**src/tmi_pkg.sv**
```systemverilog
// Package: register map, field layout and reset values of the timer match flags
package tmi_pkg;

  localparam int REG_W = 8;
  typedef logic [REG_W-1:0] tmi_byte_t;

  // Byte offsets of the register words on the APB
  localparam logic [7:0] OFS_MATCH0 = 8'h00;
  localparam logic [7:0] OFS_MATCH1 = 8'h04;
  localparam logic [7:0] OFS_CTRL   = 8'h08;
  localparam logic [7:0] OFS_STAT   = 8'h0C;
  localparam logic [7:0] OFS_MASK   = 8'h10;

  // Flags sit in the upper nibble, enables in the lower one
  localparam int FLAG_LSB = 4;
  localparam int EN_LSB   = 0;

  // Sources per register
  localparam int MATCH0_SRC_SMALL = 2;   // Module 0 P and A
  localparam int MATCH0_SRC_LARGE = 4;   // Plus module 2 P and A
  localparam int MATCH1_SRC       = 3;   // Module 1 P, A and B

  // Event status and mask layout
  localparam int STAT_W       = 7;
  localparam int STAT_M0_LSB  = 0;
  localparam int STAT_M1_LSB  = 4;

  // Global enable bit in the control word
  localparam int CTRL_GIE_BIT = 0;

  localparam tmi_byte_t   RST_BYTE = 8'h00;
  localparam logic [31:0] RST_WORD = 32'h0000_0000;

endpackage : tmi_pkg

```
**src/tmi_bank_if.sv**
```systemverilog
// Interface: carrier between the bus logic and one flag-and-enable bank
`timescale 1ns/1ps
interface tmi_bank_if #(
  parameter int N = 2
);
  import tmi_pkg::*;
  logic [N-1:0] match;
  logic [N-1:0] flag;
  logic [N-1:0] en;
  logic         wr;
  tmi_byte_t    wdata;

  modport bank (input match, input wr, input wdata, output flag, output en);
  modport ctrl (output match, output wr, output wdata, input flag, input en);
endinterface : tmi_bank_if

```
**src/tmi_flag_bank.sv**
```systemverilog
// One match register: request flags and their enable bits
`timescale 1ns/1ps
module tmi_flag_bank
  import tmi_pkg::*;
#(
  parameter int N = 2
) (
  input wire logic clk,
  input wire logic rst,
  tmi_bank_if.bank bus
);

  // Elaboration check: flags must fit the upper nibble
  if (N < 1 || N > REG_W - FLAG_LSB) begin : g_bad_n
    $error("tmi_flag_bank: bad source count");
  end

  logic [N-1:0] flag_reg;
  logic [N-1:0] en_reg;
  wire  [N-1:0] flag_next;

  genvar i;
  generate
    for (i = 0; i < N; i++) begin : g_src
      // Match sets regardless of enable; set beats a clearing write
      assign flag_next[i] = bus.match[i] ? 1'b1 :
                            bus.wr ? bus.wdata[FLAG_LSB+i] : flag_reg[i];
    end
  endgenerate

  // Whole vectors in one process, so each interface signal has one driver
  always_ff @(posedge clk) begin
    if (rst) begin
      flag_reg <= '0;
      en_reg   <= '0;
    end else begin
      flag_reg <= flag_next;
      if (bus.wr) begin
        en_reg <= bus.wdata[EN_LSB +: N];
      end
    end
  end

  assign bus.flag = flag_reg;
  assign bus.en   = en_reg;

endmodule : tmi_flag_bank

```
**src/tmi_timer_match_irq.sv**
```systemverilog
// Timer match interrupt flags: APB register file, flag banks and interrupt output
//
// Our own choices: the APB register port and the placing of the registers.
`timescale 1ns/1ps
module tmi_timer_match_irq
  import tmi_pkg::*;
#(
  parameter bit LARGE_VARIANT = 1'b1
) (
  input  wire logic        clk,
  input  wire logic        rst,
  input  wire logic        psel,
  input  wire logic        penable,
  input  wire logic        pwrite,
  input  wire logic [7:0]  paddr,
  input  wire logic [31:0] pwdata,
  input  wire logic [3:0]  pstrb,
  output logic      [31:0] prdata,
  output logic             pready,
  output logic             pslverr,
  input  wire logic        mod0_p_match,
  input  wire logic        mod0_a_match,
  input  wire logic        mod2_p_match,
  input  wire logic        mod2_a_match,
  input  wire logic        mod1_p_match,
  input  wire logic        mod1_a_match,
  input  wire logic        mod1_b_match,
  output logic             irq
);

  localparam int N0 = LARGE_VARIANT ? MATCH0_SRC_LARGE : MATCH0_SRC_SMALL;

  // Elaboration check: every source needs a status bit
  if (N0 + MATCH1_SRC > STAT_W) begin : g_bad_w
    $error("tmi_timer_match_irq: status too narrow");
  end

  tmi_bank_if #(.N(N0))         b0 ();
  tmi_bank_if #(.N(MATCH1_SRC)) b1 ();

  tmi_flag_bank #(.N(N0)) u_bank0 (
    .clk (clk),
    .rst (rst),
    .bus (b0)
  );

  tmi_flag_bank #(.N(MATCH1_SRC)) u_bank1 (
    .clk (clk),
    .rst (rst),
    .bus (b1)
  );

  // Registers
  logic [31:0]       prdata_reg;
  logic              pready_reg;
  logic              pslverr_reg;
  logic              irq_reg;
  logic              gie_reg;
  logic [STAT_W-1:0] stat_reg;
  logic [STAT_W-1:0] stat_next;
  logic [STAT_W-1:0] mask_reg;

  // Bus phase decode: zero wait state, pready raised in the access cycle
  wire        setup    = psel & ~penable;
  wire        done     = psel & penable & pready_reg;
  wire        wr_done  = done & pwrite & pstrb[0];  // Only lane 0 holds data
  wire        rd_done  = done & ~pwrite;
  wire        sel_m0   = (paddr == OFS_MATCH0);
  wire        sel_m1   = (paddr == OFS_MATCH1);
  wire        sel_ctrl = (paddr == OFS_CTRL);
  wire        sel_stat = (paddr == OFS_STAT);
  wire        sel_mask = (paddr == OFS_MASK);
  wire        mapped   = sel_m0 | sel_m1 | sel_ctrl | sel_stat | sel_mask;
  wire        stat_clr = rd_done & sel_stat;

  // Match pulses into the banks; module 2 absent on the small part
  generate
    if (LARGE_VARIANT) begin : g_large
      assign b0.match = {mod2_a_match, mod2_p_match, mod0_a_match, mod0_p_match};
    end else begin : g_small
      assign b0.match = {mod0_a_match, mod0_p_match};
    end
  endgenerate
  assign b1.match = {mod1_b_match, mod1_a_match, mod1_p_match};

  assign b0.wr    = wr_done & sel_m0;
  assign b0.wdata = pwdata[REG_W-1:0];
  assign b1.wr    = wr_done & sel_m1;
  assign b1.wdata = pwdata[REG_W-1:0];

  // Read views; absent bank bits zero-extend, so they read zero
  wire tmi_byte_t rd_m0 = tmi_byte_t'(b0.flag) << FLAG_LSB | tmi_byte_t'(b0.en);
  wire tmi_byte_t rd_m1 = tmi_byte_t'(b1.flag) << FLAG_LSB | tmi_byte_t'(b1.en);

  wire [31:0] rd_word =
      sel_m0   ? 32'(rd_m0) :
      sel_m1   ? 32'(rd_m1) :
      sel_ctrl ? 32'(gie_reg) << CTRL_GIE_BIT :
      sel_stat ? 32'(stat_reg) :
      sel_mask ? 32'(mask_reg) : RST_WORD;

  // Event capture; a new event wins over the clear by read
  wire [STAT_W-1:0] events = STAT_W'(b0.match) << STAT_M0_LSB |
                             STAT_W'(b1.match) << STAT_M1_LSB;
  assign stat_next = events | (stat_clr ? '0 : stat_reg);

  // Gated requests: a flag needs its enable, a status bit its mask; global enable needed by both
  wire req_any  = |(b0.flag & b0.en) | |(b1.flag & b1.en);
  wire irq_next = gie_reg & (req_any | |(stat_reg & mask_reg));

  // Bus answer: data latched in setup, ready held one access cycle
  always_ff @(posedge clk) begin
    if (rst) begin
      prdata_reg  <= RST_WORD;
      pready_reg  <= 1'b0;
      pslverr_reg <= 1'b0;
    end else begin
      pready_reg  <= setup;
      pslverr_reg <= setup & ~mapped;
      prdata_reg  <= setup & ~pwrite ? rd_word : RST_WORD;
    end
  end

  // Control, mask, status and interrupt line
  always_ff @(posedge clk) begin
    if (rst) begin
      gie_reg  <= 1'b0;
      mask_reg <= '0;
      stat_reg <= '0;
      irq_reg  <= 1'b0;
    end else begin
      if (wr_done & sel_ctrl) begin
        gie_reg <= pwdata[CTRL_GIE_BIT];
      end
      if (wr_done & sel_mask) begin
        mask_reg <= pwdata[STAT_W-1:0];
      end
      stat_reg <= stat_next;
      irq_reg  <= irq_next;
    end
  end

  assign prdata  = prdata_reg;
  assign pready  = pready_reg;
  assign pslverr = pslverr_reg;
  assign irq     = irq_reg;

endmodule : tmi_timer_match_irq

```
**config.mk**
```make
export PLATFORM = sky130hd
export DESIGN_NAME = tmi_timer_match_irq
export DESIGN_NICKNAME = d
export VERILOG_FILES = /design/src/tmi_pkg.sv /design/src/tmi_bank_if.sv /design/src/tmi_flag_bank.sv /design/src/tmi_timer_match_irq.sv
export SDC_FILE = /design/constraint.sdc
export NUM_CORES = 1
export LEC_CHECK = 0
export BUFFER_PORTS_ARGS = -buffer_cell sky130_fd_sc_hd__buf_2
export CORE_MARGIN = 2
export CORE_UTILIZATION = 50
export DETAILED_ROUTE_END_ITERATION = 7
export PLACE_DENSITY = 0.9
export SYNTH_ARGS = -nofsm -noshare
export SYNTH_HDL_FRONTEND = slang
export SYNTH_SLANG_ARGS = --single-unit
```
**constraint.sdc**
```tcl
create_clock -name clk -period 2.74 [get_ports clk]
set_clock_uncertainty 0.2 [all_clocks]
set_input_delay 0.274 -clock clk [delete_from_list [all_inputs] [get_ports clk]]
set_output_delay 0.274 -clock clk [all_outputs]
set_load 0.01 [all_outputs]
```
==> out/metrics.yaml, run 1 <==
setup_path:
  regToRegSetupSlack_ps: 1060
  required_ps: 2770
  critical-path-max-stage-delay_ps: 460
  path_cells: "buf_2 -> nor4_4 -> and3_1 -> and2b_1 -> mux2i_1"
  crit_slowest_cell: "nor4_4"
  startpoint: "paddr[2]"
  path_class: "primary input to flop"
  startpoint_type: "primary input"
  critPathMaxFanout: 15
  cp.arrival_ps: 1830
  critPathCaptureType: "flop"
  r2r_start: "pready"
clocking:
  cts_setup_buffers: 0
  cts_buffers: 5
  clock_latency_ps: 300
  cts_sinks: 40
  cts_resized: 0
  holdBufCountCts: 0
  cts_tree: "yes"
  h-tree-depth: 2
  clock-root-buffer: "clkbuf_8"
  clock_path_buffers: 2
  clk_pin_slew_ps: 70
placed_design:
  io_buffers: 39
  place_hpwl_mm: 3.25
  place_ws_ps: 664
  gp_congestion: 0.893
  dp.cells: 298
logic_synthesis:
  syn_area_um2: 2030
  synth_top_family_by_area: "simple AND/OR/NAND/NOR gates"
  synth_edf_count: 0
  synthMuxAreaShare_pct: 8.95
  synthFlopType: "dfxtp_1"
  synthCells: 220
  ys_seq_area_share_pct: 39.5
  synth_compound_area_share_pct: 16.8
  synthArstFlopShare_pct: 0
  ys_warn_count: 0
  yosys.area_share.simple_pct: 21.8
  synth_xor_area_share_pct: 0
  ys_types: 41
  syn_area_per_cell_um2: 9.22
  synthAdderAreaFrac_pct: 0
  ys_ff_latch: 40
sta:
  max_freq_mhz: 555
  fin_crit_ps: 1800
  grt_setup_unrepaired: "no"
  setup_viol: 0
  max_slew_margin_pct: 49.6
  tns_ps: 0
  tightest_slew_ps: 746
  hold_viol: 0
  setup_ws_ps: 937
  final_max_slew_viol_count: 0
  min_period_over_period_pct: 65.8
finish:
  fin_cells: 305
  areaGrowthSynthToFinish_pct: 8.95
  largest_reg_flops: 8
  antenna_cells: 0
  nets: 311
  multi_input_area_um2: 1050
  regArea_um2: 801
  final_layout_size_suffix_gt1_share_pct: 20.8
  utilization_pct: 56.0
  nFillCells: 359
drt:
  via_per_inst: 5.49
  drcViolationCount: 0
  drtIter0Drc: 178
  drt-total-wl_mm: 4.32
  vias: 1675
  final_antenna_net_count: 0
  drt_pass1_iterations: 4
  wl_per_cell_um: 14.2
pwr:
  ir_drop_mv: 0.253
  switchingPower_uw: 279
  p_leak_nw: 0.970
  power_density_nw_per_um2: 493
  p_sw_share_pct: 25.6
  power_frac_clock_pct: 33.8
  p_total_mw: 1.09
  internal-power_uw: 811
  p_comb_share_pct: 10.0
  p_seq_share_pct: 56.2
floorplanning:
  core_um2: 3940
  die_h_um: 67.7
  fp.dieW_um: 67.7
  boundaryPins: 91
  placementRows: 23
  initial_utilization_pct: 51.4
  fp.dieArea_um2: 4580
global_routing:
  grt_pass1_vias: 1546
  grtUsageTotal_pct: 21.3
  grt_max_degree: 38
  overflow: 0
  antenna_found_initial: 0
  grt_pass1_wl_mm: 7.20
outcome:
  outcome: "complete, no violations"
hold_path:
  hold_start: "mod2_a_match"
  hold_class: "primary input to flop"
run:
  maxCapViolations: 0
## metal layers
layer  vias up  global-route usage [%]  part of all wire (%)
li1        816                       -                     -
met1       773                    27.8                    46
met2        75                    32.2                    44
met3        11                    6.17                   7.2
met4         0                    9.95                   2.4
met5         -                       0                     0
## metrics by stage
step / area, um2 / hold WS, ps
finish: 2210 / 17.0
global route: 2210 / 8.15
CTS: 2210 / 4.69
detailed placement: 2130 / 288
global placement: 2130 / 278
floorplan: 2110 / 150
## cells in the final DEF (no fill, tap or decap), types with 2 or more instances in the layout
| master | instances |
|---|---|
| buf_2 | 39 |
| nand2_1 | 6 |
| nor3_1 | 8 |
| mux2i_1 | 17 |
| o22ai_1 | 5 |
| nand2b_1 | 16 |
| and3_1 | 3 |
| a22o_1 | 3 |
| conb_1 | 24 |
| inv_1 | 3 |
| clkbuf_8 | 5 |
| nor4_1 | 2 |
| a221oi_1 | 3 |
| nor2b_1 | 5 |
| a21oi_1 | 10 |
| a211oi_1 | 6 |
| and2_1 | 3 |
| a31oi_1 | 2 |
| a22oi_1 | 4 |
| nor2_1 | 22 |
| nand4_1 | 2 |
| a32oi_1 | 4 |
| dfxtp_1 | 40 |
| nor3_2 | 2 |
| o211a_1 | 4 |
## logic make-up (layout without fill, tap and decap cells)
group / Yosys count / in the layout
flops: 40 / 40
other cells: 1 / 24
simple gates: 77 / 77
mux: 18 / 18
compound gates: 46 / 46
buf+inv: 38 / 50
## area by class of cell
| class | instances | area share (%) |
|---|---|---|
| clock buffers | 6 | 3.28 |
| clock inverters | 1 | 0.227 |
| inverters | 3 | 0.510 |
| multi-input cells | 165 | 47.7 |
| flip-flops and latches | 40 | 36.2 |
| well taps | 50 | 2.83 |
| repair buffers | 40 | 9.17 |
## cells in the mapped netlist, types with 2 or more instances
master | n | share of area, %
a211oi_1 | 6 | 2.2
nor4_1 | 2 | 0.62
nand2_1 | 6 | 1.1
buf_2 | 3 | 0.74
and3_1 | 3 | 0.93
a32oi_1 | 4 | 1.7
buf_4 | 26 | 9.6
o211a_1 | 4 | 2.0
nor3_2 | 2 | 0.99
a31oi_1 | 2 | 0.62
buf_6 | 2 | 1.1
dfxtp_1 | 40 | 39
a22oi_1 | 4 | 1.5
clkbuf_1 | 4 | 0.74
mux2i_1 | 17 | 8.4
inv_1 | 3 | 0.56
nand4_1 | 2 | 0.62
a22o_1 | 3 | 1.3
a21oi_1 | 10 | 2.5
nor2_1 | 22 | 4.1
nand2b_1 | 16 | 4.9
o22ai_1 | 5 | 1.5
nor2b_1 | 5 | 1.5
nor3_1 | 8 | 2.0
and2_1 | 3 | 0.93
a221oi_1 | 3 | 1.3
## path summary, 6_finish.rpt
check	cells past startpoint	end
setup / recovery	5	mask_reg[5]
hold / removal	3	stat_reg[3]
setup reg to reg	4	u_bank1.bus.en[2]
hold reg to reg	2	mask_reg[4]
## power groups by stage
stage               Clock (mW)  Combinational, mW  Sequential, mW
floorplan                    0             0.0941           0.620
global placement             0              0.105           0.624
detailed placement           0              0.107           0.625
CTS                      0.376              0.108           0.612
global route             0.400              0.124           0.613
finish                   0.368              0.109           0.613
## critical path, delay by kind of cell
family	cells	cell delay, ps
simple gates	3	1120
mux	1	230
buf+inv	1	180
Power figures use the tool's default switching activity.
==> inputs of run 2 (changes only) <==
CORE_UTILIZATION = 47   (was 50)
PLACE_DENSITY = 0.86   (was 0.9)
clock period = 1.88 ns   (was 2.74 ns; I/O delays follow)
==> run 2 against run 1 <==
Against the previous run: sequential share of layout area down 4.2 points; critical path depth up 2; utilization up 5.1 points; total power up 62%; clock power up 85%; sequential power up 46%; sequential cell count unchanged.
==> out/metrics.yaml, run 2 (synthesized netlist as in run 1, its figures left out) <==
outcome:
  outcome: "complete, no violations"
clocking:
  clock-root-buffer: "clkbuf_8"
  cts_tree: "yes"
  cts_resized: 0  # unchanged
  clock_latency_ps: 300  # about the same
  cts_setup_buffers: 0  # unchanged
  clock_path_buffers: 2  # unchanged
  h-tree-depth: 2  # unchanged
  cts_sinks: 40  # unchanged
  clk_pin_slew_ps: 70  # about the same
  cts_buffers: 5  # unchanged
drt:
  drcViolationCount: 0  # unchanged
  drt_pass1_iterations: 4  # unchanged
  via_per_inst: 5.37  # -2.3%
  drtIter0Drc: 133  # -25%
  wl_per_cell_um: 14.0  # -1.2%
  drt-total-wl_mm: 4.65  # +7.5%
  vias: 1782  # +6.4%
  final_antenna_net_count: 0  # unchanged
global_routing:
  antenna_found_initial: 0  # unchanged
  grtUsageTotal_pct: 19.7  # -1.6 points
  grt_pass1_wl_mm: 7.62  # +5.7%
  grt_max_degree: 37  # -2.6%
  overflow: 0  # unchanged
  grt_pass1_vias: 1563  # +1.1%
pwr:
  p_comb_share_pct: 11.0  # +1.0 points
  power_frac_clock_pct: 38.5  # +4.7 points
  internal-power_mw: 1.35  # +67%
  p_seq_share_pct: 50.5  # -5.7 points
  ir_drop_mv: 0.356  # +41%
  p_total_mw: 1.77  # +62%
  switchingPower_uw: 416  # +49%
  p_sw_share_pct: 23.5  # -2.1 points
  p_leak_nw: 1.11  # +14%
  power_density_nw_per_um2: 708  # +44%
sta:
  fin_crit_ps: 1750
  max_freq_mhz: 572
  tns_ps: 0  # unchanged
  grt_setup_unrepaired: "no"
  holdWs_ps: 14.3  # -2.69 ps
  setup_viol: 0  # unchanged
  final_max_slew_viol_count: 0  # unchanged
  hold_viol: 0  # unchanged
  min_period_over_period_pct: 92.9
finish:
  areaGrowthSynthToFinish_pct: 23.1
  largest_reg_flops: 8  # unchanged
  antenna_cells: 0  # unchanged
  nFillCells: 377  # +5.0%
  final_common_cell: "dfxtp_1"
  final_layout_size_suffix_gt1_share_pct: 23.0  # +2.3 points
  nets: 337  # +8.4%
  layout_common_cells: "40 x dfxtp_1, 39 x buf_2, 24 x conb_1, 22 x nor2_1, 17 x mux2i_1"
placed_design:
  io_buffers: 39  # unchanged
  place_hpwl_mm: 3.42  # +5.2%
  gp_congestion: 0.933  # +4.5%
setup_path:
  cp.arrival_ps: 1780  # -50 ps
  path_class: "primary input to flop"
  required_ps: 1910  # -860 ps
  critPathMaxFanout: 7  # -8
  startpoint_type: "primary input"
  critPathCaptureType: "flop"
floorplanning:
  core_um2: 4090  # +3.6%
  initial_utilization_pct: 49.6  # -1.8 points
  die_h_um: 69.7  # +3.0%
  fp.dieW_um: 69.7  # +3.0%
  placementRows: 23  # unchanged
  boundaryPins: 91  # unchanged
  fp.dieArea_um2: 4860  # +6.0%
run:
  maxCapViolations: 0  # unchanged
hold_path:
  hold_class: "primary input to flop"
-- run 2: cell types whose count changed in the layout (fill, tap and decap cells not counted) --
cell	change
buf_4	+9
dlygate4sd3_1	+15
buf_12	+2
bufinv_16	+1
-- run 2: power by group through the flow --
stage	Sequential [mW]	Combinational (mW)	Clock [mW]
6_report	0.893	0.194	0.681
3_5_place_dp	0.912	0.169	0
2_1_floorplan	0.903	0.137	0
4_1_cts	0.892	0.193	0.700
5_1_grt	0.895	0.215	0.725
3_3_place_gp	0.910	0.165	0
-- run 2: what timing repair did --
| item | CTS | global route |
|---|---|---|
| setup endpoints to repair | 0 | 0 |
| hold endpoints to repair | 26 | 0 |
| hold buffers | 15 | 0 |
-- run 2: worst paths after layout --
kind / from / to / slack, ps / depth (start not counted)
max: pwrite / mask_reg[6] / 130 / 7
min: pwdata[7] / u_bank0.bus.flag[3] / 10 / 3
max reg2reg: pready / u_bank1.bus.en[2] / 370 / 5
min reg2reg: mask_reg[5] / mask_reg[5] / 300 / 2
-- run 2: per-layer routing --
metal | routed length [um] | track usage (%) | share of wire [%] | up-vias
li1 | - | - | - | 866
met1 | 1970 | 25.6 | 42 | 803
met2 | 2070 | 31.0 | 45 | 97
met3 | 485 | 5.38 | 10 | 16
met4 | 126 | 7.69 | 2.7 | 0
met5 | 0 | 0 | 0 | -
-- run 2: area by class of cell --
cell class | instances | area (um2) | area share, %
Multi-Input combinational cell | 165 | 1050 | 42.2
Clock inverter | 2 | 35.0 | 1.40
Tap cell | 50 | 62.6 | 2.51
Inverter | 3 | 11.3 | 0.451
Sequential cell | 40 | 801 | 32.1
Timing Repair Buffer | 66 | 460 | 18.4
Clock buffer | 6 | 72.6 | 2.91
-- run 2: stage by stage --
| stage | setup slack [ps] | cell area, um2 | utilization, % | std cells |
|---|---|---|---|---|
| 2_1_floorplan | 281 | 2110 | - | 243 |
| 3_3_place_gp | 163 | 2240 | 54.8 | 309 |
| 3_5_place_dp | 146 | 2240 | 54.8 | 309 |
| 4_1_cts | 146 | 2500 | 61.1 | 332 |
| 5_1_grt | 52.3 | 2500 | 61.1 | 332 |
| 6_report | 133 | 2500 | 61.1 | 332 |
-- run 2: critical path, cell delays in order --
cell and delay, ps:
dlygate4sd3_1 530, buf_2 200, and2_1 170, nand2_1 70, and2b_1 300, buf_12 150
mux2i_1 170
==> inputs of run 3 (changes only) <==
CORE_UTILIZATION = 46   (was 47)
PLACE_DENSITY = 0.85   (was 0.86)
SKIP_CTS_REPAIR_TIMING = 1   (was default)
SYNTH_HIERARCHICAL = 1   (was default)
==> run 3 against run 2 <==
Against the previous run: the run now ends with negative hold slack left; worst setup slack got worse by 29 ps; area after synthesis decreased by 2.5%; critical path depth increased by 1; die area decreased by 0.33%; non-clock buffer count increased by 2; final cell count decreased by 1.2%; critical endpoint is now u_bank1/bus.flag[2].
==> out/metrics.yaml, run 3 <==
outcome:
  outcome: "finished with violations"
  violations: "negative hold slack"
logic_synthesis:
  ys_ff_latch: 40  # unchanged
  ys_warn_count: 6  # +6
  ys_seq_area_share_pct: 40.5  # +1.0 points
  syn_area_um2: 1980  # -2.5%
  ys_types: 36  # -12%
  synthArstFlopShare_pct: 0  # unchanged
  post-synth-top-count-cell: "dfxtp_1"
  synth_area_leaders: "dfxtp_1 40%, mux2i_1 13%, buf_4 9.1%, a22oi_1 4.9%, nor2_1 4.0%"
  syn_area_per_cell_um2: 9.24  # +0.27%
  synthCells: 214  # -2.7%
  synth_edf_count: 0  # unchanged
  synthFlopType: "dfxtp_1"
  synth_top_area_share_pct: 40.5  # +1.0 points
  synth.top_cells.by_count: "40 x dfxtp_1, 25 x mux2i_1, 24 x buf_4"
  yosysTopAreaCell: "dfxtp_1"
finish:
  antenna_cells: 0  # unchanged
  final_common_cell: "dfxtp_1"
  areaGrowthSynthToFinish_pct: 23.3
  fin_cells: 328  # -1.2%
  nets: 333  # -1.2%
  finalInstanceArea_um2: 2440  # -2.3%
  layout_common_cells: "40 x dfxtp_1, 39 x buf_2, 25 x mux2i_1, 24 x conb_1, 21 x nor2_1"
  final_layout_size_suffix_gt1_share_pct: 27.0  # +3.9 points
  nFillCells: 367  # -2.7%
  largest_reg_flops: 8  # unchanged
sta:
  final_max_slew_viol_count: 0  # unchanged
  max_freq_mhz: 563  # -1.6%
  setup_ws_ps: 105  # -28.6 ps
  holdWs_ps: -22.7  # -37.0 ps
  hold_viol: 4  # +4
  grt_setup_unrepaired: "no"
  setup_viol: 0  # unchanged
  min_period_over_period_pct: 94.4  # +1.5 points
  fin_crit_ps: 1780  # +28.6 ps
setup_path:
  path_cells: "buf_2 -> or4_4 -> nor3_4 -> nand3_2 -> nor2_1 -> buf_4 -> mux2i_1 -> a21oi_1"
  critPathCaptureType: "flop"
  cp.arrival_ps: 1750  # -30 ps
  path_class: "primary input to flop"
  startpoint_type: "primary input"
  required_ps: 1860  # -50 ps
  critical-path-max-stage-delay_ps: 550  # +20 ps
  crit_slowest_cell: "or4_4"
  critPathMaxFanout: 6  # -1
  r2r_cells: 6  # +1
pwr:
  switchingPower_uw: 417  # +0.17%
  internal-power_mw: 1.27  # -6.4%
  p_total_mw: 1.68  # -4.9%
  ir_drop_mv: 0.561  # +58%
  p_comb_share_pct: 11.9  # +0.9 points
  power_frac_clock_pct: 34.5  # -4.0 points
  p_sw_share_pct: 24.8  # +1.2 points
  p_leak_nw: 1.14  # +2.7%
  p_seq_share_pct: 53.5  # +3.0 points
  power_density_nw_per_um2: 689  # -2.6%
floorplanning:
  die_h_um: 69.6  # -0.17%
  initial_utilization_pct: 48.8  # -0.88 points
  core_um2: 4060  # -0.70%
  boundaryPins: 91  # unchanged
  fp.dieW_um: 69.6  # -0.17%
  fp.dieArea_um2: 4840  # -0.33%
  placementRows: 23  # unchanged
drt:
  drcViolationCount: 0  # unchanged
  wl_met3_um: 319  # -34%
  drt-total-wl_mm: 4.49  # -3.5%
  vias: 1702  # -4.5%
  top_layer: "met4"
  wl_per_cell_um: 13.7  # -2.3%
  drt_pass1_iterations: 4  # unchanged
  via_per_inst: 5.19  # -3.3%
  final_antenna_net_count: 0  # unchanged
  dr_wl_met2_mm: 2.06  # -0.68%
  wl_met1_mm: 2.05  # +4.4%
  drtIter0Drc: 122  # -8.3%
global_routing:
  grt_pass1_vias: 1526  # -2.4%
  grtUsageTotal_pct: 18.5  # -1.2 points
  grt_max_degree: 25  # -32%
  overflow: 0  # unchanged
  antenna_found_initial: 0  # unchanged
  grt_pass1_wl_mm: 7.19  # -5.6%
placed_design:
  dp.cells: 307  # -0.65%
  io_buffers: 39  # unchanged
  placed_area_um2: 2210  # -1.5%
  place_hpwl_mm: 3.33  # -2.7%
  gp_congestion: 0.858  # -8.0%
  place_ws_ps: -207  # -353 ps
clocking:
  cts_buffers: 5  # unchanged
  clock-root-buffer: "clkbuf_8"
  cts_sinks: 40  # unchanged
  clock_path_buffers: 2  # unchanged
  h-tree-depth: 2  # unchanged
  clk_pin_slew_ps: 70  # about the same
  cts_tree: "yes"
  clock_latency_ps: 290  # about the same
hold_path:
  hold_class: "primary input to flop"
  hold_depth: 3  # unchanged
run:
  maxCapViolations: 0  # unchanged
## run 3: routing by layer
layer | vias to the layer above | global-route usage, %
met5 | - | 0
met4 | 0 | 6.97
met2 | 74 | 28.2
li1 | 841 | -
met3 | 6 | 4.22
met1 | 781 | 25.3
## run 3: worst paths after layout
path / end / slack (ps) / startpoint
max reg2reg: u_bank1/bus.flag[2] / 190 / pready
min reg2reg: prdata[7] / 310 / u_bank0/bus.flag[3]
min: mask_reg[2] / -20 / pwdata[2]
max: u_bank1/bus.flag[2] / 100 / paddr[0]
## run 3: power by group through the flow
stage | registers, mW | logic, mW | clock network [mW]
after floorplan | 0.909 | 0.140 | 0
final | 0.900 | 0.200 | 0.581
after global routing | 0.901 | 0.221 | 0.624
after CTS | 0.899 | 0.178 | 0.597
after global placement | 0.917 | 0.173 | 0
after detailed placement | 0.918 | 0.177 | 0
## run 3: logic make-up after synthesis
group                  count (synthesis)  synth area share (%)
AO/OA/AOI/OAI                         46                  17.0
buffers and inverters                 44                  14.2
flip-flops                            40                  40.5
multiplexers                          26                  13.2
other                                  1                 0.190
AND/OR/NAND/NOR                       57                  15.0
## run 3: through the flow
step                setup TNS [ps]  utilization (%)
floorplan                     -996                -
global placement             -2650             54.4
detailed placement           -2980             54.4
CTS                              0             56.7
global route                     0             60.1
finish                           0             60.1
## run 3: final cells by class
| type | instances | area (um2) | share of cell area (%) |
|---|---|---|---|
| Clock buffer | 7 | 86.3 | 3.54 |
| Sequential cell | 40 | 801 | 32.8 |
| Tap cell | 50 | 62.6 | 2.56 |
| Timing Repair Buffer | 68 | 449 | 18.4 |
| Inverter | 9 | 33.8 | 1.38 |
| Multi-Input combinational cell | 153 | 1000 | 41.0 |
| Clock inverter | 1 | 7.51 | 0.308 |
## run 3: critical path: cells and delay by family
family,cells,cell delay [ps]
multiplexers,1,220
buffers and inverters,2,290
AO/OA/AOI/OAI,1,80
AND/OR/NAND/NOR,4,980
